### src/pkg/bmt_pkg.sv
`default_nettype none

package bmt_pkg;

  // Addressing forms of the byte move group
  typedef enum logic [4:0] {
    BMT_R_IMM, BMT_STW_IMM, BMT_CS_IMM, BMT_XSEG_IMM,
    BMT_ABS_IMM, BMT_XSEG_ABS_IMM, BMT_SADDR_IMM, BMT_SFR_IMM,
    BMT_PTR_IMM, BMT_XSEG_PTR_IMM, BMT_SP_IMM, BMT_IDX_IMM,
    BMT_XSEG_IDX_IMM, BMT_A_R, BMT_R_A, BMT_A_STW, BMT_STW_A,
    BMT_A_CS, BMT_CS_A, BMT_A_XSEG, BMT_XSEG_A, BMT_A_ABS,
    BMT_A_XSEG_ABS, BMT_ABS_A, BMT_XSEG_ABS_A, BMT_A_SADDR,
    BMT_SADDR_A
  } bmt_form_t;

  // Memory area an operand or a fetch touches
  typedef enum logic [1:0] {
    BMT_AREA_RAM, BMT_AREA_SFR, BMT_AREA_FLASH, BMT_AREA_NONE
  } bmt_area_t;

  // Request from the fetch unit
  typedef struct packed {
    bmt_form_t   form;
    logic [2:0]  reg_sel;
    bmt_area_t   data_area;
    logic        fetch_ram;
    logic [7:0]  imm;
  } bmt_req_t;

  // Decoded answer to the datapath
  typedef struct packed {
    logic [2:0]  length;
    logic [3:0]  clocks;
    logic        illegal;
    logic        stw_wr;
    logic [7:0]  stw_val;
  } bmt_rsp_t;

  localparam logic [2:0] BMT_REG_A          = 3'h1;
  localparam logic [3:0] BMT_FLASH_CLK      = 4'h4;
  localparam logic [3:0] BMT_FLASH_XSEG_CLK = 4'h5;
  localparam logic [3:0] BMT_STW_CLK        = 4'h3;
  localparam logic [3:0] BMT_RAM_EXTRA      = 4'h3;
  localparam int         BMT_ZERO_BIT       = 6;
  localparam int         BMT_AUX_BIT        = 4;
  localparam int         BMT_CARRY_BIT      = 0;
  localparam logic [7:0] BMT_STW_RST        = 8'h06;

endpackage : bmt_pkg

`default_nettype wire

### src/hw/bmt_decode.sv
`timescale 1ns/100ps
`default_nettype none

// Operation
// RULE1: Listed counts hold for RAM, SFR, extended SFR or no data access.
// RULE2: Absolute load from flash takes 4 clocks, 5 in the segment form.
// RULE3: A RAM fetch doubles the count and adds up to 3 clocks.
// RULE4: Register-accumulator moves are 1 byte, 1 clock, never from A.
// RULE5: Immediate to status word is 3 bytes, 3 clocks, sets Z, aux, carry.
// RULE6: Immediate to extra segment register is 2 bytes and 1 clock.
// RULE7: Immediate to absolute address is 4 bytes and 1 clock.
// RULE8: Segment form of that store is 5 bytes and 2 clocks.
// RULE9: Immediate to pointer plus displacement is 3 bytes and 1 clock.
// RULE10: Immediate to word base indexed by a register is 4 bytes, 1 clock.
// RULE11: Accumulator to short direct address is 2 bytes and 1 clock.
// RULE12: Moves not aimed at the status word keep Z, aux and carry.
module bmt_decode
  import bmt_pkg::*;
(
  input  wire logic     clk_sys,   // CPU clock, 250 MHz
  input  wire logic     rstn,      // Async reset, active low
  input  wire logic     req_valid, // Instruction offered
  input  wire bmt_req_t req,       // Decoded form and context
  output logic          rsp_valid, // Answer valid, one cycle
  output bmt_rsp_t      rsp,       // Length, clocks, flags
  output logic [7:0]    stw_q      // Program status word
);

  bmt_rsp_t   rsp_d;       // Answer for the offered form
  bmt_rsp_t   rsp_q;       // Answer register
  logic       rsp_valid_q; // Answer strobe register
  logic [7:0] stw_d;       // Status word after a write
  logic [3:0] base_clk;    // Count for a fetch from flash
  logic       is_src_a;    // Register field names the accumulator

  // Only A,r and r,A look at this; other forms ignore the field
  assign is_src_a = (req.reg_sel == BMT_REG_A);

  // Length and listed count per form; spare codes come out illegal
  always_comb
  begin
    rsp_d         = '0;
    base_clk      = 4'h1;
    rsp_d.stw_val = req.imm;
    unique case (req.form)
      // RULE6: segment immediate
      BMT_XSEG_IMM:
        rsp_d.length = 3'd2;
      // Other two-byte, one-clock moves
      BMT_R_IMM, BMT_A_STW, BMT_A_CS, BMT_CS_A, BMT_A_XSEG,
      BMT_XSEG_A, BMT_A_SADDR:
        rsp_d.length = 3'd2;
      // RULE11: short direct store
      BMT_SADDR_A:
        rsp_d.length = 3'd2;
      // RULE5: status word immediate
      BMT_STW_IMM:
      begin
        rsp_d.length = 3'd3;
        base_clk     = BMT_STW_CLK;
        rsp_d.stw_wr = 1'b1;
      end
      // Status word from the accumulator writes the flags too
      BMT_STW_A:
      begin
        rsp_d.length = 3'd2;
        base_clk     = BMT_STW_CLK;
        rsp_d.stw_wr = 1'b1;
      end
      // RULE9: pointer plus displacement
      BMT_PTR_IMM:
        rsp_d.length = 3'd3;
      // Other three-byte, one-clock moves
      BMT_CS_IMM, BMT_SADDR_IMM, BMT_SFR_IMM, BMT_SP_IMM, BMT_ABS_A:
        rsp_d.length = 3'd3;
      // RULE7: absolute store
      BMT_ABS_IMM:
        rsp_d.length = 3'd4;
      // RULE10: indexed store
      BMT_IDX_IMM:
        rsp_d.length = 3'd4;
      // Segment pointer store and segment absolute store from A
      BMT_XSEG_PTR_IMM, BMT_XSEG_ABS_A:
      begin
        rsp_d.length = 3'd4;
        base_clk     = 4'h2;
      end
      // RULE8: one byte and one clock more
      BMT_XSEG_ABS_IMM, BMT_XSEG_IDX_IMM:
      begin
        rsp_d.length = 3'd5;
        base_clk     = 4'h2;
      end
      // RULE4: register moves reject the accumulator
      BMT_A_R, BMT_R_A:
      begin
        rsp_d.length  = 3'd1;
        rsp_d.illegal = is_src_a;
      end
      // RULE1: RULE2: flash operand costs more
      BMT_A_ABS:
      begin
        rsp_d.length = 3'd3;
        base_clk = (req.data_area == BMT_AREA_FLASH) ? BMT_FLASH_CLK : 4'h1;
      end
      // RULE2: segment form from flash
      BMT_A_XSEG_ABS:
      begin
        rsp_d.length = 3'd4;
        base_clk = (req.data_area == BMT_AREA_FLASH) ? BMT_FLASH_XSEG_CLK
                                                     : 4'h2;
      end
      // Spare codes of the five-bit form field
      default:
        rsp_d.illegal = 1'b1;
    endcase
    // RULE3: RAM fetch doubled
    // Reported as the worst case; the core may finish up to 3 earlier
    if (req.fetch_ram)
      rsp_d.clocks = 4'((base_clk << 1) + BMT_RAM_EXTRA);
    else
      rsp_d.clocks = base_clk;
    // An illegal move must never touch the flags
    if (rsp_d.illegal)
      rsp_d.stw_wr = 1'b0;
  end

  // Answer register, one cycle after the request
  always_ff @(posedge clk_sys or negedge rstn)
  begin
    if (!rstn)
    begin
      rsp_q       <= '0;
      rsp_valid_q <= 1'b0;
    end
    else
    begin
      rsp_valid_q <= req_valid;
      if (req_valid)
        rsp_q <= rsp_d;
    end
  end

  // Only Z, aux and carry follow the written byte; the rest is kept
  always_comb
  begin
    stw_d = stw_q;
    stw_d[BMT_ZERO_BIT]  = rsp_d.stw_val[BMT_ZERO_BIT];
    stw_d[BMT_AUX_BIT]   = rsp_d.stw_val[BMT_AUX_BIT];
    stw_d[BMT_CARRY_BIT] = rsp_d.stw_val[BMT_CARRY_BIT];
  end

  // RULE5: RULE12: status word writes only
  // Updated at the taking edge, so flags and answer appear together
  always_ff @(posedge clk_sys or negedge rstn)
  begin
    if (!rstn)
      stw_q <= BMT_STW_RST;
    else if (req_valid && rsp_d.stw_wr)
      stw_q <= stw_d;
  end

  // Outputs straight from the answer flip-flops
  assign rsp_valid = rsp_valid_q;
  assign rsp       = rsp_q;

  // Assertions
  stw_hold_a: assert property ( // RULE12
    @(posedge clk_sys) disable iff (!rstn)
    (req_valid && !rsp_d.stw_wr) |=> $stable(stw_q))
    else $error("status word changed without write");

  stw_load_a: assert property ( // RULE5
    @(posedge clk_sys) disable iff (!rstn)
    (req_valid && req.form == BMT_STW_IMM && !req.fetch_ram)
    |=> rsp.length == 3'd3 && rsp.clocks == 4'h3
        && stw_q[BMT_CARRY_BIT] == $past(req.imm[BMT_CARRY_BIT]))
    else $error("status word immediate wrong");

  flash_abs_a: assert property ( // RULE2
    @(posedge clk_sys) disable iff (!rstn)
    (req_valid && req.form == BMT_A_ABS && !req.fetch_ram
     && req.data_area == BMT_AREA_FLASH) |=> rsp.clocks == 4'h4)
    else $error("flash absolute load not 4 clocks");

  flash_seg_a: assert property ( // RULE2
    @(posedge clk_sys) disable iff (!rstn)
    (req_valid && req.form == BMT_A_XSEG_ABS && !req.fetch_ram
     && req.data_area == BMT_AREA_FLASH) |=> rsp.clocks == 4'h5)
    else $error("flash segment load not 5 clocks");

  ram_abs_a: assert property ( // RULE1
    @(posedge clk_sys) disable iff (!rstn)
    (req_valid && req.form == BMT_A_ABS && !req.fetch_ram
     && req.data_area != BMT_AREA_FLASH) |=> rsp.clocks == 4'h1)
    else $error("internal area load not 1 clock");

  ram_fetch_a: assert property ( // RULE3
    @(posedge clk_sys) disable iff (!rstn)
    (req_valid && req.form == BMT_ABS_IMM && req.fetch_ram)
    |=> rsp.clocks == 4'h5)
    else $error("RAM fetch count wrong");

  acc_reject_a: assert property ( // RULE4
    @(posedge clk_sys) disable iff (!rstn)
    (req_valid && req.form == BMT_A_R)
    |=> rsp.illegal == $past(is_src_a) && rsp.length == 3'd1)
    else $error("accumulator move check wrong");

  seg_imm_a: assert property ( // RULE6
    @(posedge clk_sys) disable iff (!rstn)
    (req_valid && req.form == BMT_XSEG_IMM && !req.fetch_ram)
    |=> rsp.length == 3'd2 && rsp.clocks == 4'h1)
    else $error("segment immediate wrong");

  seg_abs_imm_a: assert property ( // RULE8
    @(posedge clk_sys) disable iff (!rstn)
    (req_valid && req.form == BMT_XSEG_ABS_IMM && !req.fetch_ram)
    |=> rsp.length == 3'd5 && rsp.clocks == 4'h2)
    else $error("segment absolute store wrong");

  idx_imm_a: assert property ( // RULE7 RULE10
    @(posedge clk_sys) disable iff (!rstn)
    (req_valid && (req.form == BMT_IDX_IMM || req.form == BMT_ABS_IMM)
     && !req.fetch_ram) |=> rsp.length == 3'd4 && rsp.clocks == 4'h1)
    else $error("absolute or indexed store wrong");

  ptr_imm_a: assert property ( // RULE9
    @(posedge clk_sys) disable iff (!rstn)
    (req_valid && req.form == BMT_PTR_IMM && !req.fetch_ram)
    |=> rsp.length == 3'd3 && rsp.clocks == 4'h1)
    else $error("pointer store wrong");

  saddr_a: assert property ( // RULE11
    @(posedge clk_sys) disable iff (!rstn)
    (req_valid && req.form == BMT_SADDR_A && !req.fetch_ram)
    |=> rsp.length == 3'd2 && rsp.clocks == 4'h1)
    else $error("short direct store wrong");

  stw_from_a_a: assert property ( // RULE12
    @(posedge clk_sys) disable iff (!rstn)
    (req_valid && req.form == BMT_STW_A && !req.fetch_ram)
    |=> rsp.length == 3'd2 && rsp.clocks == 4'h3 && rsp.stw_wr)
    else $error("status word from accumulator wrong");

  rsp_strobe_a: assert property ( // RULE1
    @(posedge clk_sys) disable iff (!rstn)
    req_valid |=> rsp_valid)
    else $error("answer strobe missing");

  spare_code_a: assert property ( // RULE4
    @(posedge clk_sys) disable iff (!rstn)
    (req_valid && req.form > BMT_SADDR_A)
    |=> rsp.illegal && !rsp.stw_wr)
    else $error("spare form code accepted");

endmodule : bmt_decode

`default_nettype wire

### config.mk
export PLATFORM = sky130hd
export DESIGN_NAME = bmt_decode
export DESIGN_NICKNAME = d
export VERILOG_FILES = /design/src/pkg/bmt_pkg.sv /design/src/hw/bmt_decode.sv
export SDC_FILE = /design/constraint.sdc
export NUM_CORES = 1
export LEC_CHECK = 0
export ABC_AREA = 1
export ABC_CLOCK_PERIOD_IN_PS = 800
export BUFFER_PORTS_ARGS = -buffer_cell sky130_fd_sc_hd__buf_2
export CAP_MARGIN = 20
export CORE_MARGIN = 2
export CORE_UTILIZATION = 30
export DETAILED_ROUTE_END_ITERATION = 10
export PLACE_DENSITY_LB_ADDON = 0.08
export SLEW_MARGIN = 20
export SYNTH_ARGS = -nofsm -noshare
export SYNTH_HDL_FRONTEND = slang
export SYNTH_SLANG_ARGS = --single-unit
### constraint.sdc
create_clock -name clk_sys -period 0.8 [get_ports clk_sys]
set_input_delay 0.04 -clock clk_sys [delete_from_list [all_inputs] [get_ports clk_sys]]
set_output_delay 0.04 -clock clk_sys [all_outputs]
set_load 0.05 [all_outputs]
==> metrics.cfg, run 1 <==
[critical_path]
worstSetupStartpointType = input port
crit_path_max_fanout = 5
cpPeakStageDelay_ns = 0.17
endpoint_kind = flop
cp_slowest_cell = ha_4
crit_buf_inv = 1
rr_worst_depth = 3
cp.required_ns = 1.00
crit_family = simple AND/OR/NAND/NOR gates
cp.depth = 13
crit_chain = buf_12, nor2_4, nand2_1, o21ai_1, nand2_1, nand2_2, nor2_4, nand2_2, nand2_2, ha_4, a21oi_2, o21ai_1, nand2_1
worstPathArrival_ns = 1.22
critPathKind = in2reg

[grt]
grt_pass1_vias = 1326
antenna_found_initial = 0
overflow = 0
grt_pass1_wl_microns = 5699
grt_max_degree = 22
grt_usage_pct = 16.05

[placement]
dpl_worst_slack_ns = -0.5968
place_area_sq_um = 1782
place_congestion = 0.7877
dpl.hpwl_microns = 2607
portBuffers = 42

[clock_network]
cts_tree = done
cts_sinks = 21
clkLatencyLatePin_ns = 0.25
cts.reportedPaths.clkPinSlew_ns = 0.07
cts_max_level = 1
cts_root_buf = clkbuf_8
clk_path_buf_depth = 2
numCtsBuffers = 3

[drt]
route.detailed.wl_per_inst_microns = 11.15
wl_microns = 3567
dr.pass1.iters = 4
drc = 0
drt.antenna.violating_nets = 0
detail_route.iter0.violations = 44
vias = 1404
detail_route.vias_per_cell = 4.388

[floorplanning]
initial_core_util_pct = 31.12
die_h_microns = 68.42
dieArea_sq_um = 4681
rows = 23
ioPinCount = 48
core_area_sq_um = 4000
fp.dieW_microns = 68.42

[yosys]
synth.top_cells.by_area = dfrtp_1 (42%), nand2_1 (24%), nand3_1 (6.8%), inv_1 (5.4%), nor2_1 (4.8%)
yosysMostFrequentCell = nand2_1
synth-edff-count = 0
synth_warnings = 0
syn_area_per_cell_sq_um = 6.622
netlist_top_cells_count = nand2_1 (81), dfrtp_1 (21), inv_1 (18)
synth_top_area_cell = dfrtp_1
synth_cells = 188
yosysSeqAreaShare_pct = 42.21
syn_area_sq_um = 1245
synth.ff_latch_count = 21
synth_top_flop_cell = dfrtp_1
yosysUniqueCellTypes = 21
synthArstFlopShare_pct = 100.0
synth_top_cell_area_share_pct = 42.21

[worst_hold_path]
hp-class = in2reg
min_path_cells = 3

[sta]
finalClockSkew_ns = 0
rsz0062_at_grt = yes
fmax_mhz = 978.1
final_hold_viol_count = 0
timing.final.ws_setup_ns = -0.2224
post-route-min-period_ns = 1.022
report.final.setup_viol = 28
fin_crit_sh_pct = 127.8
final_max_slew_viol_count = 0

[layout]
drive_above_1_share_pct = 55.93
nNetsFinal = 294
fin_util_pct = 58.37
design_area_sq_um = 2335
fill_cells = 355
syn_to_final_growth_pct = 87.54
diodes = 0

[run_status]
violations = negative setup slack
status = finished, violations left

[power]
ir_drop_mv = 0.9174
powerDensity_nw_per_um2 = 1524
leakage_uw = 0.001224
power_uw = 3559

[flow_run]
cap_viol_max_count = 0

cell type report:
class	count	area, sq um	area share [%]
Multi-Input combinational cell	142	830.8	35.58
Timing Repair Buffer	84	754.5	32.32
Sequential cell	21	546.8	23.42
Inverter	19	93.84	4.019
Tap cell	50	62.56	2.680
Clock buffer	3	41.29	1.768
Clock inverter	1	5.005	0.2144
worst register-to-register path, cell delays in order, from the launching register on:
cell,delay [ns]
dfrtp_2,0.41
buf_4,0.14
nor2_2,0.12
a31oi_4,0.04
registers in the layout, summed over array words and instances, names as in the netlist:
| signal | count |
|---|---|
| rsp_valid | 1 |
| rsp | 17 |
| stw_q | 3 |
cell usage in the layout (no fill, tap or decap):
cell and n:
nand2_1 63, buf_6 31, buf_4 28, dfrtp_2 17, buf_2 16, inv_1 13
nand2_2 13, nand3_2 9, nor2_1 8, nor2_4 8, nand3_1 8, o21ai_0 6
dlygate4sd3_1 6, nand2_4 5, conb_1 5, nor2_2 4, dfrtp_1 4, inv_4 3
nor3_2 3, clkbuf_8 3, inv_8 2, o21ai_1 2, buf_12 2, inv_2 1
o21ai_2 1, nand3b_1 1, or2_1 1, o22ai_1 1, a31oi_4 1, o22a_1 1
a21oi_2 1, ha_4 1, clkinv_2 1, buf_8 1
path summary, 6_finish.rpt:
path	start	to	slack, ns
max in group asynchronous	rstn	rsp[16]$_DFFE_PN0P_	0.19
hold reg to reg	rsp[9]$_DFFE_PN0P_	rsp[9]$_DFFE_PN0P_	0.50
setup reg to reg	rsp[10]$_DFFE_PN0P_	rsp[10]$_DFFE_PN0P_	-0.03
hold / removal	req[6]	rsp[6]$_DFFE_PN0P_	0.05
min in group asynchronous	rstn	rsp[15]$_DFFE_PN0P_	0.27
setup / recovery	req[15]	rsp[13]$_DFFE_PN0P_	-0.22
through the flow:
| step | std cells | hold slack [ns] | setup TNS [ns] |
|---|---|---|---|
| global route | 320 | 0.07749 | -3.078 |
| finish | 320 | 0.04827 | -1.817 |
| CTS | 322 | 0.04423 | -2.418 |
| floorplan | 191 | -0.2556 | -0.8921 |
| global placement | 304 | 0.02902 | -4.571 |
| detailed placement | 304 | 0.01962 | -4.643 |
timing repair:
action,CTS,global route
hold endpoints to repair,26,0
resized for setup,77,40
hold buffers,6,0
setup endpoints to repair,32,33
pin swaps,13,21
buffers inserted,9,1
routing by layer:
| metal | part of all wire (%) | global-route usage, % | routed length, microns |
|---|---|---|---|
| met4 | 0.53 | 3.250 | 19 |
| met5 | 0 | 0 | 0 |
| met1 | 46 | 20.96 | 1643 |
| met2 | 50 | 27.52 | 1771 |
| met3 | 3.7 | 2.961 | 133 |
report_power, final:
part / switching [uW] / internal (uW)
registers: 91.2 / 1210
logic: 963 / 629
clock network: 319 / 346
total: 1370 / 2180
logic make-up after synthesis:
family          Yosys count  synth area share, %
compound gates           13                5.729
fa+ha+maj                 1                1.005
buf+inv                  28                10.05
flops                    21                42.21
other cells               2               0.6032
simple gates            123                40.40
Power figures use the tool's default switching activity.
==> inputs of run 2 (changes only) <==
--- a/config.mk
+++ b/config.mk
@@ -12,7 +12,7 @@
 export CORE_MARGIN = 2
 export CORE_UTILIZATION = 30
 export DETAILED_ROUTE_END_ITERATION = 10
-export PLACE_DENSITY_LB_ADDON = 0.08
+export PLACE_DENSITY = 0.6
 export SLEW_MARGIN = 20
 export SYNTH_ARGS = -nofsm -noshare
 export SYNTH_HDL_FRONTEND = slang
==> run 2 against run 1 <==
The flow still finishes with violations (negative setup slack). Sequential power is essentially flat. Routed wire length increased by 5.0%. Clock skew unchanged. Count of clock-buffer cells in the layout did not move. Hold slack got worse by 0.010 ns. Combinational power about the same. Flip-flop and latch count unchanged. Register-to-register slack lost 0.02 ns. Final cell count is 0.63% lower. Largest cell class unchanged. Largest power group unchanged.
==> metrics.cfg, run 2 (synthesized netlist as in run 1, its figures left out) <==
[placement]
place_congestion = 0.8425
place_area_sq_um = 1737
dpl_worst_slack_ns = -0.5849
dpl.hpwl_microns = 2437
portBuffers = 42

[floorplanning]
die_h_microns = 68.42
rows = 23
dieArea_sq_um = 4681
core_area_sq_um = 4000
fp.dieW_microns = 68.42
ioPinCount = 48
initial_core_util_pct = 31.12

[layout]
design_area_sq_um = 2333
largest_register_ffs = 17
syn_to_final_growth_pct = 87.44
final_common_cell = nand2_1
drive_above_1_share_pct = 57.46
fill_cells = 347
final_cell_mix = nand2_1 (56), buf_6 (29), buf_4 (27)
nNetsFinal = 292
diodes = 0

[drt]
wl_microns = 3744
drc = 0
dr.pass1.iters = 4
route.detailed.wl_per_inst_microns = 11.77
vias = 1458
drt.antenna.violating_nets = 0
detail_route.vias_per_cell = 4.585
detail_route.iter0.violations = 47

[clock_network]
clk_path_buf_depth = 2
cts_root_buf = clkbuf_8
clkLatencyLatePin_ns = 0.25
numCtsBuffers = 3
cts_max_level = 1
cts_tree = done
cts.reportedPaths.clkPinSlew_ns = 0.07
cts_sinks = 21

[sta]
timing.final.ws_setup_ns = -0.2548
final_hold_viol_count = 0
post-route-min-period_ns = 1.055
final_max_slew_viol_count = 0
finalClockSkew_ns = 0
rsz0062_at_grt = yes
tns_ns = -2.676
report.final.setup_viol = 33
fmax_mhz = 948.1
fin_crit_sh_pct = 131.8

[power]
leakage_uw = 0.001202
ir_drop_mv = 0.8075
powerDensity_nw_per_um2 = 1539

[worst_hold_path]
hp-class = in2reg

[grt]
antenna_found_initial = 0
grt_pass1_wl_microns = 5388
grt_max_degree = 22
grt_pass1_vias = 1309
grt_usage_pct = 15.16
overflow = 0

[critical_path]
crit_path_max_fanout = 6
worstPathArrival_ns = 1.25
cp.required_ns = 1.00
worstSetupStartpointType = input port
endpoint_kind = flop
critPathKind = in2reg

[flow_run]
cap_viol_max_count = 0

[run_status]
status = finished, violations left
violations = negative setup slack

run 2: changes by cell type in the layout (fill, tap and decap cells not counted), sizes merged:
cell / before / now
dlygate4sd3: 6 / 7
buf: 78 / 75
run 2: worst max-delay path, cell delays in order:
cell and delay (ns):
buf_12 0.12, nor2_4 0.14, buf_6 0.13, nand3_4 0.07, nand2_4 0.12, nor2_4 0.05, nand2_2 0.08, nand2_2 0.06
ha_4 0.17, a21oi_2 0.11, o21ai_1 0.08, nand2_1 0.06
run 2: report_power, final:
| part | leakage (uW) | internal, uW | switching, uW | total [uW] |
|---|---|---|---|---|
| sequential | 0.000238 | 1210 | 93.4 | 1300 |
| clock | 0.0000255 | 346 | 331 | 677 |
| combinational | 0.000939 | 636 | 976 | 1610 |
| total | 0.00120 | 2190 | 1400 | 3590 |
run 2: what timing repair did:
item | CTS | global route
gates resized for setup | 86 | 31
pin swaps | 28 | 17
buffers inserted | 12 | 2
hold endpoints to repair | 27 | 0
gates cloned | 0 | 0
setup endpoints to repair | 32 | 33
hold buffers | 7 | 0
run 2: metal layers:
metal	GRT usage [%]	part of all wire, %
met5	0	0
met4	4.750	0.69
met1	18.94	43
met3	3.125	4.9
met2	25.96	51
run 2: final cells by class:
cell class	instances	area (sq um)	share of cell area, %
Inverter	19	88.84	3.807
Multi-Input combinational cell	142	854.6	36.62
Tap cell	50	62.56	2.681
Timing Repair Buffer	82	734.5	31.47
Sequential cell	21	546.8	23.43
Clock inverter	1	5.005	0.2145
Clock buffer	3	41.29	1.769
run 2: per-stage QoR:
stage               utilization, %  hold slack (ns)  cells  total power [uW]
floorplan                        -          -0.2556    191              2148
global placement             43.42          0.01757    298              2480
detailed placement           43.42          0.01845    298              2484
CTS                          55.08          0.03540    317              3517
global route                 58.34          0.05186    318              3783
finish                       58.34          0.03804    318              3591
run 2: path summary, 6_finish.rpt:
path / startpoint / end / slack (ns) / cells past startpoint
max: req[15] / rsp[13]$_DFFE_PN0P_ / -0.25 / 12
min: req[0] / rsp[0]$_DFFE_PN0P_ / 0.04 / 3
max reg2reg: rsp[14]$_DFFE_PN0P_ / rsp[14]$_DFFE_PN0P_ / -0.05 / 3
min reg2reg: rsp[2]$_DFFE_PN0P_ / rsp[2]$_DFFE_PN0P_ / 0.49 / 2
max in group asynchronous: rstn / rsp[16]$_DFFE_PN0P_ / 0.20 / 2
min in group asynchronous: rstn / stw_q[4]$_DFFE_PN0P_ / 0.26 / 2
==> inputs of run 3 (changes only) <==
--- a/config.mk
+++ b/config.mk
@@ -7,13 +7,13 @@
 export LEC_CHECK = 0
 export ABC_AREA = 1
 export ABC_CLOCK_PERIOD_IN_PS = 800
-export BUFFER_PORTS_ARGS = -buffer_cell sky130_fd_sc_hd__buf_2
 export CAP_MARGIN = 20
 export CORE_MARGIN = 2
 export CORE_UTILIZATION = 30
 export DETAILED_ROUTE_END_ITERATION = 10
-export PLACE_DENSITY = 0.6
-export SLEW_MARGIN = 20
+export DONT_BUFFER_PORTS = 1
+export PLACE_DENSITY = 0.5
+export SLEW_MARGIN = 15
 export SYNTH_ARGS = -nofsm -noshare
 export SYNTH_HDL_FRONTEND = slang
 export SYNTH_SLANG_ARGS = --single-unit
==> run 3 against run 2 <==
The flow finishes with violations (negative hold slack, negative setup slack). Register-to-register slack improved by 0.03 ns. Routed wire length fell by 1.1%. Die area unchanged. Clock power decreased by 2%. Total power decreased by 2.6%. Hold slack worse by 0.57 ns.
==> metrics.cfg, run 3 (synthesized netlist as in run 1, its figures left out) <==
[flow_run]
cap_viol_max_count = 0

[placement]
dpl.hpwl_microns = 2499
place_congestion = 0.9255
place_area_sq_um = 1684
portBuffers = 0

[sta]
timing.final.ws_setup_ns = -0.1465
post-route-min-period_ns = 0.9465
report.final.setup_viol = 28
fin_crit_sh_pct = 118.3
hold_ws_ns = -0.5287
final_max_slew_viol_count = 0
fmax_mhz = 1056
rsz0062_at_grt = yes
final_hold_viol_count = 29
finalClockSkew_ns = 0

[floorplanning]
die_h_microns = 68.42
rows = 23
fp.dieW_microns = 68.42
ioPinCount = 48
core_area_sq_um = 4000
dieArea_sq_um = 4681
initial_core_util_pct = 31.12

[critical_path]
crit_path_max_fanout = 6
worstSetupStartpointType = input port
crit_family = simple AND/OR/NAND/NOR gates
cpPeakStageDelay_ns = 0.16
cp.required_ns = 1.00
endpoint_kind = flop
crit_chain = nor2_4, nand2_1, o21ai_1, nand2_1, nand2_2, nor2_4, nand2_2, nand2_2, ha_4, a21oi_2, o21ai_1, nand2_1
critPathKind = in2reg
crit_buf_inv = 0
cp_slowest_cell = ha_4
worstPathArrival_ns = 1.14

[power]
powerDensity_nw_per_um2 = 1567
p_int_uw = 2198
power_uw = 3499
pwr-share-seq_pct = 37.2
swShare_pct = 37.16
clkPwrFrac_pct = 19.0
p_sw_uw = 1300
leakage_uw = 0.001143
p_comb_share_pct = 43.7
ir_drop_mv = 0.6757

[layout]
fin_util_pct = 55.80
diodes = 0
largest_register_ffs = 17
drive_above_1_share_pct = 50.77
design_area_sq_um = 2232
syn_to_final_growth_pct = 79.30
nNetsFinal = 284
final_common_cell = nand2_1
final_cell_mix = nand2_1 (68), buf_4 (34), buf_6 (31)

[drt]
drt.antenna.violating_nets = 0
drc = 0
dr.pass1.iters = 4
detail_route.vias_per_cell = 4.529
wl_microns = 3701
detail_route.iter0.violations = 52
vias = 1404
route.detailed.wl_per_inst_microns = 11.94

[clock_network]
cts_hold_buf = 9
cts_root_buf = clkbuf_8
clk_path_buf_depth = 2
cts_max_level = 1
clkLatencyLatePin_ns = 0.25
cts.reportedPaths.clkPinSlew_ns = 0.08
cts_tree = done
cts_sinks = 21
numCtsBuffers = 3

[worst_hold_path]
hp-class = in2async

[run_status]
violations = negative hold slack, negative setup slack
status = finished, violations left

[grt]
grt_usage_pct = 15.73
grt_pass1_wl_microns = 5802
overflow = 0
antenna_found_initial = 0
grt_max_degree = 22
grt_pass1_vias = 1442

==> run 3: power groups by stage <==
| stage | logic (uW) | clock network (uW) | registers, uW |
|---|---|---|---|
| 6_report | 1530 | 666 | 1300 |
| 5_1_grt | 1630 | 749 | 1320 |
| 4_1_cts | 1460 | 704 | 1300 |
| 3_5_place_dp | 1170 | 0 | 1300 |
| 3_3_place_gp | 1150 | 0 | 1300 |
| 2_1_floorplan | 386 | 0 | 1760 |
==> run 3: worst reg2reg max path, delay by kind of cell (launching register included) <==
| family | cells | cell delay (ns) |
|---|---|---|
| DFF | 1 | 0.42 |
| buffers and inverters | 1 | 0.12 |
| AOI/OAI and AO/OA | 1 | 0.18 |
==> run 3: final cells by class <==
class | instances | area, sq um
timing repair buffer | 74 | 694.4
multi-input combinational | 142 | 798.3
clock inverter | 1 | 5.005
tap | 50 | 62.56
inverter | 19 | 83.83
fill | 375 | 1768
sequential | 21 | 546.8
clock buffer | 3 | 41.29
==> run 3: metrics by stage <==
| stage | instances | worst slack [ns] | TNS [ns] | hold slack [ns] |
|---|---|---|---|---|
| finish | 310 | -0.1465 | -1.661 | -0.5287 |
| global route | 310 | -0.1909 | -2.653 | -0.5500 |
| CTS | 307 | -0.07094 | -1.557 | -0.5372 |
| detailed placement | 277 | -0.4384 | -2.512 | -0.2551 |
| global placement | 277 | -0.3783 | -2.290 | -0.2551 |
| floorplan | 191 | -0.3375 | -0.8921 | -0.2556 |
==> run 3: final timing paths <==
| kind | startpoint | end | slack (ns) | cells after the start |
|---|---|---|---|---|
| worst max-delay path | req[15] | rsp[13]$_DFFE_PN0P_ | -0.15 | 12 |
| worst min-delay path | rstn | rsp[7]$_DFFE_PN0P_ | -0.53 | 0 |
| worst max register to register | rsp[16]$_DFFE_PN0P_ | rsp[16]$_DFFE_PN0P_ | -0.02 | 2 |
| worst min register to register | rsp[3]$_DFFE_PN0P_ | rsp[3]$_DFFE_PN0P_ | 0.49 | 2 |
| max in group asynchronous | rstn | rsp[16]$_DFFE_PN0P_ | 1.24 | 0 |
| min in group clk_sys | req_valid | rsp_valid$_DFF_PN0_ | -0.18 | 0 |
==> run 3: what timing repair did <==
action,in CTS,in global routing
buffers inserted,18,5
pin swaps,21,22
endpoints found under the hold margin,40,28
endpoints found under the setup margin,23,31
cloned,0,0
gates resized for setup,48,23
==> run 3: layer usage <==
| metal | wire (microns) | global-route usage (%) | part of all wire, % | up-vias |
|---|---|---|---|---|
| met1 | 1606 | 18.15 | 43 | 640 |
| met3 | 169 | 2.632 | 4.6 | 2 |
| met5 | 0 | 0 | 0 | - |
| met4 | 21 | 3.000 | 0.57 | 0 |
| met2 | 1904 | 30.05 | 51 | 41 |
| li1 | - | - | - | 721 |
